`src/rtl/par_in_defines.svh`:
```
// Purpose: timing and width constants for the dual channel parallel sample input
// Assumes: ref_clk at 40 MHz
// Notes: included by bare name
`ifndef PAR_IN_DEFINES_SVH
`define PAR_IN_DEFINES_SVH
`define SAMPLE_WIDTH 24
`define SAMPLE_MSB 23
`define REF_CLK_MHZ 40
// sample clock output half period, in ref_clk cycles (full period is twice this)
`define SAMPLE_CLK_HALF 10'd416
// source side strobe half period in ref_clk cycles, less one
`define STROBE_HALF 8'd8
`endif

```
`src/rtl/par_in_pkg.sv`:
```
// Purpose: shared types for the parallel sample input
// Assumes: nothing
// Notes: types only
package par_in_pkg;
  typedef logic [23:0] sample_t;
  typedef enum logic [3:0] {
    S_IDLE = 4'b0001,
    S_SETUP = 4'b0010,
    S_LOW = 4'b0100,
    S_HIGH = 4'b1000
  } src_state_t;
endpackage

```
`src/rtl/par_in_if.sv`:
```
// Purpose: wires between sample source and capturing port
// Assumes: pull-ups on select and strobe modelled by the source end driving them high when idle
// Notes: no clocking block
`timescale 1ns/1ps
`default_nettype none
interface par_in_if;
  logic [23:0] data;
  logic chan_sel;
  logic strobe;
  logic sample_clk;
  modport port_end (input data, input chan_sel, input strobe, output sample_clk);
  modport source_end (output data, output chan_sel, output strobe, input sample_clk);
endinterface
`default_nettype wire

```
`src/rtl/par_in_port.sv`:
```
// Purpose: device end, captures strobed samples into channel latches
// Assumes: strobe and channel select come from outside the ref_clk domain
// Notes: data lines are held stable by the source around the strobe edge
// Notes: every link line passes two flops before any logic reads it
// Notes: data bits are synchronised one by one; they may skew by a cycle,
// Notes: which the source's settle time around the strobe edge absorbs
// Notes: latches and the pair interrupt land three ref_clk edges after the pin rises
// Notes: a new channel B capture wins over a pair acknowledge in the same cycle
// Notes: the sample clock runs free and is shared by both connectors
// Function
// - samples are 24-bit two's complement, two channels
// - 24 data lines, select, strobe; bit 23 MSB
// - capture only on rising strobe edge
// - select low stores into channel A
// - select high stores into channel B
// - channel B capture raises pair interrupt
// - source holds select while strobe low
// - source always delivers a channel B word
// - single channel source uses B only
// - narrow source left-justified, low bits zero
// - select and strobe default high
// - one shared sample clock output
`timescale 1ns/1ps
`default_nettype none
`include "par_in_defines.svh"
module par_in_port (
  input wire logic ref_clk,
  input wire logic rst_b,
  par_in_if.port_end link,
  input wire logic pair_ack,
  output var par_in_pkg::sample_t chan_a,
  output var par_in_pkg::sample_t chan_b,
  output var logic pair_irq,
  output var logic sample_clk_out
);
  import par_in_pkg::*;

  // select level to holding latch index, shared by capture and interrupt
  function automatic int chan_index(input logic sel);
    return sel ? 1 : 0;
  endfunction

  logic strobe_s;
  logic sel_s;
  logic strobe_d;
  logic [23:0] data_s;
  logic [9:0] clk_cnt;
  logic sclk;
  logic rise;
  logic take_b;
  sample_t hold [2];

  // synchronise strobe, reset high like the pull-up so no false edge follows
  sync2 #(
    .RESET_VAL(1'b1)
  ) u_strobe (
    .ref_clk(ref_clk),
    .rst_b(rst_b),
    .din(link.strobe),
    .dout(strobe_s)
  );

  // synchronise select, idle high like the pull-up
  sync2 #(
    .RESET_VAL(1'b1)
  ) u_sel (
    .ref_clk(ref_clk),
    .rst_b(rst_b),
    .din(link.chan_sel),
    .dout(sel_s)
  );

  // each data line through its own two stages, aligned with the strobe
  genvar bit_i;
  generate
    for (bit_i = 0; bit_i < `SAMPLE_WIDTH; bit_i++) begin : g_data_sync
      sync2 #(
        .RESET_VAL(1'b0)
      ) u_data (
        .ref_clk(ref_clk),
        .rst_b(rst_b),
        .din(link.data[bit_i]),
        .dout(data_s[bit_i])
      );
    end
  endgenerate

  // edge detect on the synchronised strobe
  always_ff @(posedge ref_clk or negedge rst_b) begin
    if (!rst_b) begin
      strobe_d <= 1'b1;
    end else begin
      strobe_d <= strobe_s;
    end
  end
  assign rise = strobe_s & ~strobe_d;

  // two holding latches, written only on a rise, picked by the select level
  genvar ch_i;
  generate
    for (ch_i = 0; ch_i < 2; ch_i++) begin : g_latch
      always_ff @(posedge ref_clk or negedge rst_b) begin
        if (!rst_b) begin
          hold[ch_i] <= 24'h000000;
        end else if (rise && (chan_index(sel_s) == ch_i)) begin
          hold[ch_i] <= data_s;
        end
      end
    end
  endgenerate
  assign chan_a = hold[0];
  assign chan_b = hold[1];

  // a channel B capture marks a complete pair
  assign take_b = rise && (chan_index(sel_s) == 1);

  // pair interrupt, a new B capture wins over the acknowledge
  always_ff @(posedge ref_clk or negedge rst_b) begin
    if (!rst_b) begin
      pair_irq <= 1'b0;
    end else if (take_b) begin
      pair_irq <= 1'b1;
    end else if (pair_ack) begin
      pair_irq <= 1'b0;
    end
  end

  // sample clock divider, one output for both connectors
  always_ff @(posedge ref_clk or negedge rst_b) begin
    if (!rst_b) begin
      clk_cnt <= 10'h000;
      sclk <= 1'b0;
    end else if (clk_cnt == `SAMPLE_CLK_HALF - 10'd1) begin
      clk_cnt <= 10'h000;
      sclk <= ~sclk;
    end else begin
      clk_cnt <= clk_cnt + 10'd1;
    end
  end
  assign sample_clk_out = sclk;
  assign link.sample_clk = sclk;
endmodule
`default_nettype wire

```
`src/rtl/sync2.sv`:
```
// Purpose: two flop synchroniser, one bit
// Assumes: async input
// Notes: first stage read only by second
`timescale 1ns/1ps
`default_nettype none
module sync2 #(parameter logic RESET_VAL = 1'b1) (
  input wire logic ref_clk,
  input wire logic rst_b,
  input wire logic din,
  output logic dout
);
  logic meta;
  // two stages
  always_ff @(posedge ref_clk or negedge rst_b) begin
    if (!rst_b) begin
      meta <= RESET_VAL;
      dout <= RESET_VAL;
    end else begin
      meta <= din;
      dout <= meta;
    end
  end
endmodule
`default_nettype wire
```
`src/flat_wrapper.sv`:
```
// flat-port wrapper written by rule: the top's interface ports become plain ports
module par_in_port_flat import par_in_pkg::*;
  (ref_clk, rst_b, pair_ack, chan_a, chan_b, pair_irq, sample_clk_out, link_data, link_chan_sel, link_strobe, link_sample_clk);
  par_in_if link_i ();
  input wire logic ref_clk;
  input wire logic rst_b;
  input wire logic pair_ack;
  output var par_in_pkg::sample_t chan_a;
  output var par_in_pkg::sample_t chan_b;
  output var logic pair_irq;
  output var logic sample_clk_out;
  input wire logic [$bits(link_i.data)-1:0] link_data;
  input wire logic [$bits(link_i.chan_sel)-1:0] link_chan_sel;
  input wire logic [$bits(link_i.strobe)-1:0] link_strobe;
  output wire logic [$bits(link_i.sample_clk)-1:0] link_sample_clk;
  assign link_i.data = link_data;
  assign link_i.chan_sel = link_chan_sel;
  assign link_i.strobe = link_strobe;
  assign link_sample_clk = link_i.sample_clk;
  par_in_port u_core (.ref_clk(ref_clk), .rst_b(rst_b), .link(link_i), .pair_ack(pair_ack), .chan_a(chan_a), .chan_b(chan_b), .pair_irq(pair_irq), .sample_clk_out(sample_clk_out));
endmodule
```
`config.mk`:
```
export PLATFORM = sky130hd
export DESIGN_NAME = par_in_port_flat
export DESIGN_NICKNAME = d
export VERILOG_FILES = /design/src/rtl/par_in_pkg.sv /design/src/rtl/par_in_if.sv /design/src/rtl/par_in_port.sv /design/src/rtl/sync2.sv /design/src/flat_wrapper.sv
export VERILOG_INCLUDE_DIRS = /design/src /design/src/rtl
export SDC_FILE = /design/constraint.sdc
export NUM_CORES = 1
export LEC_CHECK = 0
export ABC_AREA = 1
export ABC_CLOCK_PERIOD_IN_PS = 2300
export BUFFER_PORTS_ARGS = -buffer_cell sky130_fd_sc_hd__buf_2
export CAP_MARGIN = 0
export CORE_ASPECT_RATIO = 0.6
export CORE_MARGIN = 8
export CORE_UTILIZATION = 35
export DETAILED_ROUTE_END_ITERATION = 7
export PLACE_DENSITY_LB_ADDON = 0.08
export SLEW_MARGIN = 5
export SYNTH_ARGS = -nofsm -noshare
export SYNTH_HDL_FRONTEND = slang
export SYNTH_HIERARCHICAL = 1
export SYNTH_SLANG_ARGS = --single-unit
```
`constraint.sdc`:
```
create_clock -name ref_clk -period 2.3 [get_ports ref_clk]
set_clock_uncertainty 0.05 [all_clocks]
set_input_delay 0.23 -clock ref_clk [delete_from_list [all_inputs] [get_ports ref_clk]]
set_output_delay 0.23 -clock ref_clk [all_outputs]
set_load 0.005 [all_outputs]
```
======== After elaboration in Yosys (flattened, before gate mapping) ========
Cells that the tools add are included.
operators by class
  add/sub/neg operators ................... 1
  multiply operators ...................... 0
  div/mod/pow operators ................... 0
  order comparisons ....................... 0
  equal/unequal tests ..................... 2
  shift operators ......................... 0
  muxes and demuxes ....................... 4
  bitwise operators ....................... 3
  reduce and logical (&&, ||, !) cells .... 4
operators by type and width
  cell                                                                     count
  32-bit by 2-bit equality test with 1-bit output (second input constant)  1
  32-bit logical NOT                                                       1
  10-bit by 1-bit adder with 10-bit output (second input constant)         1
  10-bit by 9-bit equality test with 1-bit output (second input constant)  1
  10-bit two-way mux                                                       1
  1-bit two-way mux                                                        3
  1-bit logical AND                                                        2
  1-bit inverter                                                           2
  2-bit nonzero test                                                       1
  1-bit AND                                                                1
word-level totals
  bits in registers ....................... 113
  latch bits .............................. 0
  memory bits (writable) .................. 0
  ROM bits ................................ 0
  input port bits ......................... 29
  output and inout bits ................... 51
  memories ................................ 0

======== Logic depth before layout (Yosys ltp) ========
Gate-level depths: netlist of the first run.
  depth after elaboration ................. 4
  gate-level depth with buffers ........... 7
  depth with buffers taken out ............ 7

======== Hierarchy ========
Netlist of the first run, hierarchy kept.
modules (own cells, without submodules)
  module                                    instances  cells an instance  area each (um^2)  sequential area each (um^2)
  par_in_port                               1          261                2467.4            1527.7
  sync2 (u_core.g_data_sync[0].u_data ...)  24         2                  50.0              50.0
  sync2 (u_core.u_sel ...)                  2          2                  52.6              52.6

======== Worst setup path after synthesis of the first run ========
OpenSTA, ideal clock, no wires.
  kind .................................... flip-flop to flip-flop
  from .................................... reg u_core.strobe_d
  to ...................................... reg u_core.hold, in the netlist u_core/chan_a[10]
  setup time .............................. 0.130 ns
  arrival ................................. 1.020 ns
  data required time ...................... 2.120 ns
  path slack .............................. 1.100 ns
  stages on the path, launching flop included .. 5
  buffers on the path ..................... 1
  clock period less this slack ............ 1.200 ns
  cell sequence ........................... dfstp_2 inv_1 nand3b_1 buf_1 o21ai_1
on the way
  longest elaborated chain between the ends .. 3
RTL lines
  what                           RTL line            text
  start, declared                par_in_port.sv:45   logic strobe_d;
  start signal, assigned         par_in_port.sv:93   strobe_d <= strobe_s;
  1-bit inverter                 par_in_port.sv:96   assign rise = strobe_s & ~strobe_d;
  1-bit AND                      par_in_port.sv:96
  1-bit logical AND              par_in_port.sv:105  end else if (rise && (chan_index(sel_s) == ch_i)) begin
  end signal, assigned by index  par_in_port.sv:106  hold[ch_i] <= data_s;
  end, declared                  par_in_port.sv:51   sample_t hold [2];
No other way between the ends.
A chain may end at the register's enable or synchronous reset.

======== Worst setup path in the final report of the first run ========
  from .................................... reg u_core.u_strobe.dout
  to ...................................... reg u_core.hold, in the netlist u_core/chan_b[5]
on the way
  longest elaborated chain between the ends .. 2
RTL lines
  what                    RTL line            text
  start, declared         sync2.sv:10         output logic dout
  start signal, assigned  sync2.sv:20         dout <= meta;
  1-bit AND               par_in_port.sv:96
  1-bit logical AND       par_in_port.sv:105
No other way between the ends.

==> metrics.cfg, run 1 <==
[cells_and_area]
antenna_cells = 0
finalNetCount = 463
drive_gt1_share_pct = 29.1
fill_cells = 963
syn_to_final_growth_pct = 39.0

[global_route]
grt_max_degree = 49
antenna_found_initial = 0
grt-ovfl-total = 0
grt_pass1_wl_mm = 13.2
grt_pass1_vias = 2570
track_usage_pct = 11.9

[worst_setup_path]
rr_startpoint = u_core/u_strobe/dout$_DFF_PN1_
rr_worst_depth = 4
cp.arrival_ns = 1.86
path_buf_inv = 1
cp.required_ns = 2.52
critPathCaptureType = flop
critical_path_class = flop to flop
cp_max_fo = 25
cp_cell_sequence = nand3_2 -> buf_12 -> nand2_1 -> o21ai_0
crit_path_max_incr_delay_ns = 0.54
timing.rr.end = u_core/chan_b[5]$_DFFE_PN0P_
reg2reg_setup_slack_ns = 0.66
cp_slowest_cell = dfstp_2
crit_family = flip-flops
crit_path_start_kind = flop

[timing]
drv_slew = 0
post-route-period-util_pct = 71.5
rsz0062_at_grt = false
setup_violations = 0
hold_viol_final = 0
hold_ws_ns = 0.289
slew_headroom_pct = 63.9
worst_pin_slew_ns = 0.542
fin_setup_tns_ns = 0
final.min_clock_period_ns = 1.64
fmax_mhz = 609

[clocking]
root_buffer = clkbuf_16
cts_sinks = 113
htreeDepth = 4
cts_resized = 0
clk-insertion-delay-late_ns = 0.39
clk_pin_slew_ns = 0.05
numCtsBuffers = 17
cts_tree = built
clk_path_buf_depth = 2

[hold_path]
hp-class = flop to flop
hold-path-endpoint = u_core/g_data_sync[21].u_data/dout$_DFF_PN0_
hold_path_startpoint = u_core/g_data_sync[21].u_data/meta$_DFF_PN0_
hold_depth = 0

[floorplanning]
design.core.area_sq_mm = 0.0105
die_y_um = 96.4
io_pins = 80
start_util_pct = 35.9
die_width_um = 150
dieArea_sq_mm = 0.0145
row_count = 29

[power_and_ir_drop]
p_per_area_mw_per_mm2 = 1040
ir_drop_v = 0.000530
p_leak_nw = 2.65
p_sw_share_pct = 21.3
pwr-share-clk_pct = 50.7
seqPwrFrac_pct = 41.5
p_sw_mw = 1.16
internal_power_mw = 4.31
share_comb_of_total_power_pct = 7.8

[routing]
num_vias = 2426
dr.first_iter.drc_count = 133
dr_wl_met3_um = 533
drc = 0
antenna_left = 0
top_layer_used = met4
route.met2.wl_mm = 3.34
firstDrtPassIters = 4
wl_met1_mm = 3.86
wl_per_cell_um = 13.3
drt-total-wl_mm = 7.79
via_per_inst = 4.15

[place]
post-dp-hpwl_mm = 5.24
io_buffers = 79
gp_congestion = 0.733

[synth]
yosysSeqAreaShare_pct = 75.1
ys_types = 24
syn-instance-count = 313
synth_nets = 343
synth.avg_cell_area_sq_um = 12.1
syn_area_sq_mm = 0.00377
ys_warn_count = 6
synth_seq_cells = 113

[run_status]
status = finished, final reports clean

[run]
maxCapViolCount = 0

## cell usage in the layout (no fill, tap or decap), types with 2 or more instances in the layout
cell type	synthesis	routed
xor2_1	2	2
nor2_4	2	2
nand2_1	69	69
clkbuf_8	0	4
nand3_2	2	2
clkbuf_16	0	17
buf_12	0	2
o21ai_2	4	4
bufinv_16	0	4
dfstp_2	5	5
buf_4	2	4
nor2_1	13	13
dlygate4sd3_1	0	28
inv_1	39	39
o21ai_0	17	17
o21ai_1	30	30
nand3_1	4	4
buf_2	3	78
dfrtp_1	108	108
clkinvlp_4	0	2
clkinv_2	0	4
## cell usage after synthesis
cell type,number,share of area [%]
a21oi_1,1,0.13
buf_1,1,0.099
buf_2,3,0.40
buf_4,2,0.40
buf_6,4,1.2
clkbuf_1,1,0.099
dfrtp_1,108,72
dfstp_2,5,3.5
ha_1,1,0.33
inv_1,39,3.9
nand2_1,69,6.9
nand2_2,1,0.17
nand3_1,4,0.53
nand3_2,2,0.53
nand3b_1,1,0.20
nand4_1,1,0.17
nor2_1,13,1.3
nor2_2,1,0.17
nor2_4,2,0.60
o21ai_0,17,2.3
o21ai_1,30,4.0
o21ai_2,4,0.93
xnor2_1,1,0.23
xor2_1,2,0.46
## cell families (layout without fill, tap and decap cells)
family | count (synthesis) | after routing | synth area share [%]
xor gates and xnor gates | 3 | 3 | 0.696
AOI/OAI and AO/OA | 52 | 52 | 7.29
DFF | 113 | 113 | 75.1
and+or+nand+nor | 94 | 94 | 10.5
adders and majority gates | 1 | 1 | 0.332
buffers and inverters | 50 | 183 | 6.07
## power groups by stage
stage / clock network, mW / registers (mW) / logic [mW]
2_1_floorplan: 0 / 2.30 / 0.140
3_5_place_dp: 0 / 2.30 / 0.408
5_1_grt: 2.94 / 2.29 / 0.495
3_3_place_gp: 0 / 2.30 / 0.401
6_report: 2.77 / 2.27 / 0.429
4_1_cts: 2.84 / 2.27 / 0.446
## registers in the layout (all words and copies together), names as in the netlist
register                        flops
u_core/strobe_d                     1
u_core/g_data_sync.u_data/meta     24
u_core/u_strobe/dout                1
u_core/u_strobe/meta                1
u_core/u_sel/dout                   1
u_core/chan_a                      24
u_core/clk_cnt                     10
u_core/link.sample_clk              1
u_core/u_sel/meta                   1
u_core/pair_irq                     1
u_core/chan_b                      24
u_core/g_data_sync.u_data/dout     24
## final cells by class
type | instances | area (sq um) | area share [%]
Inverter | 39 | 146 | 2.79
Clock buffer | 22 | 484 | 9.23
Timing Repair Buffer | 112 | 741 | 14.1
Sequential cell | 113 | 2830 | 54.0
Clock inverter | 10 | 155 | 2.96
Tap cell | 139 | 174 | 3.32
Multi-Input combinational cell | 150 | 711 | 13.5
## repair_timing
item	in CTS	in global routing
hold endpoints to repair	63	0
buffers inserted	0	0
hold buffers	28	0
## layer usage
metal,global-route usage [%],up-vias
met2,17.2,50
met1,15.4,1148
li1,-,1221
met3,4.37,7
met5,0,-
met4,6.70,0
## per-stage QoR
| stage | area (sq um) | std cells | power, mW | setup slack, ns | utilization (%) |
|---|---|---|---|---|---|
| 2_1_floorplan | 3770 | 313 | 2.44 | 1.10 | - |
| 3_3_place_gp | 4330 | 525 | 2.70 | 0.688 | 41.1 |
| 3_5_place_dp | 4330 | 525 | 2.71 | 0.640 | 41.1 |
| 4_1_cts | 5250 | 585 | 5.56 | 0.620 | 49.8 |
| 5_1_grt | 5250 | 585 | 5.72 | 0.484 | 49.8 |
| 6_report | 5250 | 585 | 5.47 | 0.657 | 49.8 |
## how the worst max path moves through the flow
stage | slack (ns) | end | cells past startpoint | from
floorplan | 1.10 | u_core/chan_a[10]$_DFFE_PN0P_ | 4 | u_core/strobe_d$_DFF_PN1_
global placement | 0.69 | u_core/chan_b[7]$_DFFE_PN0P_ | 4 | u_core/u_strobe/dout$_DFF_PN1_
detailed placement | 0.64 | u_core/chan_b[4]$_DFFE_PN0P_ | 4 | u_core/u_strobe/dout$_DFF_PN1_
CTS | 0.62 | u_core/chan_b[4]$_DFFE_PN0P_ | 3 | u_core/u_strobe/dout$_DFF_PN1_
global route | 0.48 | u_core/chan_b[4]$_DFFE_PN0P_ | 4 | u_core/u_strobe/dout$_DFF_PN1_
finish | 0.66 | u_core/chan_b[5]$_DFFE_PN0P_ | 4 | u_core/u_strobe/dout$_DFF_PN1_
No activity file was read; power rests on OpenSTA's default activity.
==> inputs of run 2 (changes only) <==
ABC_AREA = 0   (was 1)
ABC_CLOCK_PERIOD_IN_PS = 1400   (was 2300)
clock period = 1.4 ns   (was 2.3 ns; I/O delays follow)
==> run 2 against run 1 <==
Net effect: non-clock buffer count rose by 15; synthesized cell count shrank 35%; fmax up 10%; combinational power up 110%; sequential power increased by 67%; global-route usage fell by 0.36 points; the flow now finishes with violations (negative setup slack); setup slack got worse by 0.75 ns; synthesized area is 2.8% lower; final area increased by 4.0%; power is 63% higher.
==> metrics.cfg, run 2 <==
[routing]
drc = 0  ; unchanged
firstDrtPassIters = 4  ; unchanged
drt-total-wl_mm = 7.33  ; was 7.79 mm
dr.first_iter.drc_count = 99  ; was 133
wl_per_cell_um = 14.8  ; was 13.3 um
via_per_inst = 4.23  ; was 4.15
antenna_left = 0  ; unchanged
num_vias = 2103  ; was 2426

[clocking]
clk_path_buf_depth = 2  ; unchanged
cts_sinks = 113  ; unchanged
htreeDepth = 4  ; unchanged
clk-insertion-delay-late_ns = 0.40  ; was 0.39 ns
numCtsBuffers = 17  ; unchanged
cts_tree = built  ; unchanged
clk_pin_slew_ns = 0.05  ; about the same
root_buffer = clkbuf_16  ; unchanged

[synth]
synth_most_common_cell = dfrtp_1  ; unchanged
synth_compound_area_share_pct = 0.989  ; was 7.29%
syn_area_sq_mm = 0.00367  ; was 0.00377 sq mm
synth_top_area_share_pct = 73.7  ; was 71.6%
synth-main-ff-cell = dfrtp_1  ; unchanged
syn-instance-count = 204  ; was 313
synth_top_family_by_area = multiplexers  ; was simple AND/OR/NAND/NOR gates
synthTopCellsByArea = dfrtp_1, mux2_2, dfstp_2  ; was dfrtp_1, nand2_1, o21ai_1
synthAdderAreaFrac_pct = 0.341  ; was 0.332%
synth_xor_area_share_pct = 1.43  ; was 0.696%
ys_types = 27  ; was 24
synthArstFlopShare_pct = 100  ; unchanged
synthMuxAreaShare_pct = 14.7  ; was 0%
synth_nets = 234  ; was 343
yosysSeqAreaShare_pct = 77.3  ; was 75.1%
ys_warn_count = 6  ; unchanged
synth.avg_cell_area_sq_um = 18.0  ; was 12.1 sq um
synth_common_cells = dfrtp_1, mux2_2, dfstp_2, nand3_1, xor2_1  ; was dfrtp_1, nand2_1, inv_1
synth-edff-count = 0  ; unchanged
synth_seq_cells = 113  ; unchanged
synth_area_leader_cell = dfrtp_1  ; unchanged
synthSimpleGateAreaFrac_pct = 4.03  ; was 10.5%

[power_and_ir_drop]
p_sw_share_pct = 22.0  ; was 21.3%
share_comb_of_total_power_pct = 10.0  ; was 7.8%
p_total_mw = 8.94  ; was 5.47 mW
p_sw_mw = 1.97  ; was 1.16 mW
p_leak_nw = 2.62  ; was 2.65 nW
internal_power_mw = 6.97  ; was 4.31 mW
p_per_area_mw_per_mm2 = 1640  ; was 1040 mW/mm^2
pwr-share-clk_pct = 47.6  ; was 50.7%
seqPwrFrac_pct = 42.4  ; was 41.5%
ir_drop_v = 0.000860  ; was 0.000530 V

[global_route]
antenna_found_initial = 0  ; unchanged
grt_max_degree = 38  ; was 49
use_met3_pct = 4.64  ; was 4.37%
grt_busiest_layer = met1  ; was met2
track_usage_pct = 11.6  ; was 11.9%
use_met2_pct = 15.6  ; was 17.2%
grt_pass1_wl_mm = 12.4  ; was 13.2 mm
grtUsageMet1_pct = 15.6  ; was 15.4%
grt-ovfl-total = 0  ; unchanged
grt_pass1_vias = 2311  ; was 2570

[run_status]
status = complete, but fails checks  ; was finished, final reports clean
failed_checks = negative setup slack

[worst_setup_path]
cp_max_fo = 24  ; was 25
critical_path_class = flop to flop  ; unchanged
crit_path_start_kind = flop  ; unchanged
cp.arrival_ns = 1.71  ; was 1.86 ns
critPathCaptureType = flop  ; unchanged
cp.required_ns = 1.62  ; was 2.52 ns

[run]
maxCapViolCount = 0  ; unchanged

[timing]
fmax_mhz = 670  ; was 609 MHz
setup_ws_ns = -0.0932  ; was 0.657 ns
slew_headroom_pct = 78.6  ; was 63.9%
post-route-period-util_pct = 107  ; was 71.5%
drv_slew = 0  ; unchanged
rsz0062_at_grt = true  ; was false
hold_viol_final = 0  ; unchanged
worst_pin_slew_ns = 0.316  ; was 0.542 ns
final.min_clock_period_ns = 1.49  ; was 1.64 ns
setup_violations = 41  ; was 0

[floorplanning]
die_y_um = 95.3  ; was 96.4 um
design.core.area_sq_mm = 0.0104  ; was 0.0105 sq mm
io_pins = 80  ; unchanged
dieArea_sq_mm = 0.0141  ; was 0.0145 sq mm
die_width_um = 148  ; was 150 um
start_util_pct = 35.3  ; was 35.9%
row_count = 29  ; unchanged

[place]
post-dp-hpwl_mm = 4.78  ; was 5.24 mm
io_buffers = 79  ; unchanged
placed_cells = 434  ; was 525
gp_congestion = 0.681  ; was 0.733

[cells_and_area]
antenna_cells = 0  ; unchanged
final_common_cell = dfrtp_1  ; unchanged
finalNetCount = 375  ; was 463
syn_to_final_growth_pct = 48.8  ; was 39.0%
fin_cells = 497  ; was 585
drive_gt1_share_pct = 52.8  ; was 29.1%
layout_common_cells = dfrtp_1, buf_2, dlygate4sd3_1  ; was dfrtp_1, buf_2, nand2_1

[hold_path]
hp-class = input port to async pin  ; was flop to flop

[run 2: cell types whose count changed after synthesis, moves of 2 or more]
cell,change
nand2_1,-66
mux2_2,+44
inv_1,-36
o21ai_1,-30
o21ai_0,-15
nor2_1,-10
buf_6,-4
mux2_1,+4
o21ai_2,-4
xor2_1,+3
nand2b_1,+2
nand3_2,-2
nor2_4,-2
[run 2: per-stage QoR]
| step | hold WS, ns | util [%] | area (sq um) | setup TNS (ns) | worst slack, ns |
|---|---|---|---|---|---|
| detailed placement | 0.00788 | 43.0 | 4460 | -3.83 | -0.102 |
| global route | 0.135 | 52.6 | 5460 | -4.94 | -0.153 |
| CTS | 0.118 | 52.3 | 5430 | -2.60 | -0.104 |
| floorplan | -0.206 | - | 3760 | -3.39 | -0.103 |
| finish | 0.123 | 52.6 | 5460 | -2.55 | -0.0932 |
| global placement | 0.00746 | 43.0 | 4460 | -3.50 | -0.0865 |
[run 2: kinds of logic after synthesis]
kind of cell	after synthesis
flip-flops	113
multiplexers	48
AND/OR/NAND/NOR	22
buffers and inverters	8
AO/OA/AOI/OAI	6
XOR/XNOR	6
adder cells (fa/ha/maj)	1
[run 2: area by class of cell]
type | instances | area, sq um
clock buffer | 18 | 429
clock inverter | 14 | 166
fill | 898 | 4920
inverter | 3 | 11.3
multi-input combinational | 83 | 927
sequential | 113 | 2840
tap | 139 | 174
timing repair buffer | 127 | 912
[run 2: worst max-delay path: stages (launching register included)]
cell and delay [ns]:
dfstp_2 0.53, nor3b_4 0.21, buf_12 0.22, mux2_2 0.35
[run 2: repair_timing]
action	CTS	global route
hold buffers	28	0
resized for setup	14	12
pin swaps	1	3
buffers inserted	3	0
gates cloned	1	0
hold endpoints to repair	137	0
endpoints found under the setup margin	55	56
[run 2: final timing paths]
| check | end | cells after the start | slack (ns) | startpoint |
|---|---|---|---|---|
| setup reg to reg | u_core/chan_a[13]$_DFFE_PN0P_ | 3 | -0.09 | u_core/u_strobe/dout$_DFF_PN1_ |
| hold reg to reg | u_core/g_data_sync[6].u_data/dout$_DFF_PN0_ | 0 | 0.29 | u_core/g_data_sync[6].u_data/meta$_DFF_PN0_ |
| min in group ref_clk | u_core/g_data_sync[6].u_data/dout$_DFF_PN0_ | 0 | 0.29 | u_core/g_data_sync[6].u_data/meta$_DFF_PN0_ |
| hold / removal | u_core/g_data_sync[1].u_data/meta$_DFF_PN0_ | 2 | 0.12 | rst_b |
| setup / recovery | u_core/chan_a[13]$_DFFE_PN0P_ | 3 | -0.09 | u_core/u_strobe/dout$_DFF_PN1_ |
| max in group asynchronous | u_core/u_strobe/dout$_DFF_PN1_ | 3 | 0.66 | rst_b |
[run 2: layer usage]
layer	part of all wire [%]	wire, um
met1	51	3720
met5	0	0
met2	42	3090
met3	5.6	411
met4	1.5	109
[run 2: power by group through the flow]
| stage | clock, mW | sequential (mW) | combinational [mW] |
|---|---|---|---|
| after floorplan | 0 | 3.85 | 0.330 |
| after global placement | 0 | 3.85 | 0.813 |
| after detailed placement | 0 | 3.85 | 0.827 |
| after CTS | 4.39 | 3.80 | 0.908 |
| after global routing | 4.53 | 3.84 | 0.983 |
| final | 4.25 | 3.79 | 0.894 |
==> inputs of run 3 (changes only) <==
ABC_CLOCK_PERIOD_IN_PS = 1900   (was 1400)
clock period = 1.9 ns   (was 1.4 ns; I/O delays follow)
==> run 3 against run 2 <==
Net effect: the flow now finishes without violations; register-to-register slack gained 0.42 ns; die area is the same; clock power decreased by 25%; sequential power down 26%; global-route usage up 0.30 points; non-clock buffer count fell by 11; wire length is 0.18% lower; sequential share of layout area rose by 2.6 points; combinational power shrank 35%; setup slack improved by 0.42 ns; final area fell by 4.9%; largest cell class unchanged.
==> metrics.cfg, run 3 (synthesis gave the netlist of run 2 again) <==
[timing]
fmax_mhz = 634  ; was 670 MHz
hold_viol_final = 0  ; unchanged
slew_headroom_pct = 62.1  ; was 78.6%
rsz0062_at_grt = false  ; was true
drv_slew = 0  ; unchanged
worst_pin_slew_ns = 0.568  ; was 0.316 ns
fin_setup_tns_ns = 0  ; was -2.55 ns
final.min_clock_period_ns = 1.58  ; was 1.49 ns
post-route-period-util_pct = 83.0  ; was 107%
setup_violations = 0  ; was 41

[cells_and_area]
final_common_cell = dfrtp_1  ; unchanged
drive_gt1_share_pct = 49.6  ; was 52.8%
final_cell_area_sq_mm = 0.00519  ; was 0.00546 sq mm
layout_common_cells = dfrtp_1, buf_2, mux2_2  ; was dfrtp_1, buf_2, dlygate4sd3_1
syn_to_final_growth_pct = 41.6  ; was 48.8%
antenna_cells = 0  ; unchanged
finalNetCount = 364  ; was 375
fill_cells = 925  ; was 898

[routing]
drc = 0  ; unchanged
via_per_inst = 4.30  ; was 4.23
wl_per_cell_um = 15.1  ; was 14.8 um
drt-total-wl_mm = 7.32  ; was 7.33 mm
firstDrtPassIters = 3  ; was 4
antenna_left = 0  ; unchanged
dr.first_iter.drc_count = 51  ; was 99
num_vias = 2088  ; was 2103

[floorplanning]
die_width_um = 148  ; unchanged
row_count = 29  ; unchanged
design.core.area_sq_mm = 0.0104  ; unchanged
start_util_pct = 35.3  ; unchanged
io_pins = 80  ; unchanged
dieArea_sq_mm = 0.0141  ; unchanged
die_y_um = 95.3  ; unchanged

[clocking]
htreeDepth = 4  ; unchanged
cts_sinks = 113  ; unchanged
root_buffer = clkbuf_16  ; unchanged
clk-insertion-delay-late_ns = 0.40  ; about the same
numCtsBuffers = 17  ; unchanged
clk_pin_slew_ns = 0.05  ; about the same
cts_tree = built  ; unchanged
cts_setup_buffers = 0  ; was 3
clk_path_buf_depth = 2  ; unchanged

[global_route]
antenna_found_initial = 0  ; unchanged
grt_max_degree = 45  ; was 38
grt_pass1_vias = 2333  ; was 2311
grt-ovfl-total = 0  ; unchanged
grt_pass1_wl_mm = 12.5  ; was 12.4 mm
track_usage_pct = 11.9  ; was 11.6%

[place]
io_buffers = 79  ; unchanged
dpl_cell_area_sq_mm = 0.00431  ; was 0.00446 sq mm
gp_congestion = 0.672  ; was 0.681
post-dp-hpwl_mm = 4.94  ; was 4.78 mm

[worst_setup_path]
worstSetupStartpoint = u_core/clk_cnt[0]$_DFF_PN0_  ; was u_core/u_strobe/dout$_DFF_PN1_
cp.arrival_ns = 1.85  ; was 1.71 ns
rr_startpoint = u_core/clk_cnt[0]$_DFF_PN0_  ; was u_core/u_strobe/dout$_DFF_PN1_
critical_path_class = flop to flop  ; unchanged
cp_max_fo = 6  ; was 24
cp_slowest_cell = nor4_4  ; was dfstp_2
critPathCaptureType = flop  ; unchanged
crit_path_max_incr_delay_ns = 0.48  ; was 0.53 ns
crit_path_start_kind = flop  ; unchanged
cp_cell_sequence = ha_1 -> nand4_2 -> nor4_4 -> xor2_1  ; was nor3b_4 -> buf_12 -> mux2_2
cp.required_ns = 2.17  ; was 1.62 ns

[power_and_ir_drop]
p_per_area_mw_per_mm2 = 1260  ; was 1640 mW/mm^2
p_total_mw = 6.54  ; was 8.94 mW
p_leak_nw = 2.45  ; was 2.62 nW
ir_drop_v = 0.000657  ; was 0.000860 V

[run_status]
status = finished, final reports clean  ; was complete, but fails checks

[hold_path]
hp-class = input port to async pin  ; unchanged

[run]
maxCapViolCount = 0  ; unchanged

run 3: final timing paths:
kind | endpoint | slack [ns] | depth (start not counted)
max in group asynchronous | u_core/chan_a[23]$_DFFE_PN0P_ | 0.87 | 3
worst min-delay path | u_core/g_data_sync[0].u_data/dout$_DFF_PN0_ | 0.28 | 2
worst max register to register | u_core/link.sample_clk$_DFFE_PN0N_ | 0.32 | 4
worst max-delay path | u_core/link.sample_clk$_DFFE_PN0N_ | 0.32 | 4
min in group ref_clk | u_core/g_data_sync[1].u_data/dout$_DFF_PN0_ | 0.29 | 0
worst min register to register | u_core/g_data_sync[1].u_data/dout$_DFF_PN0_ | 0.29 | 0
run 3: per-layer routing:
layer,GRT usage [%],part of all wire [%],vias up
met5,0,0,-
met4,5.82,1.3,0
met3,5.45,7.4,12
met2,15.8,41,58
met1,15.9,50,1050
li1,-,-,968
run 3: worst max-delay path, delay by kind of cell, from the launching register on:
kind	cells	cell delay (ns)
simple gates	2	0.65
flops	1	0.38
fa+ha+maj	1	0.23
xor+xnor	1	0.19
run 3: cell type report:
cell class                 count  area [sq um]  share of cell area, %
clock buffer                  21           470                   9.06
clock inverter                11           135                   2.60
multi-input combinational     83           796                   15.3
inverter                       3          11.3                  0.217
tap                          139           174                   3.35
timing repair buffer         116           771                   14.8
sequential                   113          2830                   54.6
run 3: report_power, final:
group	switching [mW]	total, mW	internal, mW	leakage, nW
Combinational	0.232	0.578	0.347	0.816
Clock	1.03	3.18	2.15	0.298
Sequential	0.123	2.79	2.67	1.33
run 3: timing repair:
action / 4_1_cts / 5_1_grt
hold buffers: 28 / 0
hold endpoints to repair: 62 / 0
resized for setup: 0 / 0
run 3: per-stage QoR:
stage	instances	hold WS (ns)	worst slack (ns)	utilization (%)
final	486	0.279	0.322	50.0
after global routing	486	0.298	0.215	50.0
after CTS	486	0.295	0.302	50.0
after detailed placement	426	0.186	0.331	41.5
after global placement	426	0.179	0.366	41.5
after floorplan	204	-0.156	0.330	-
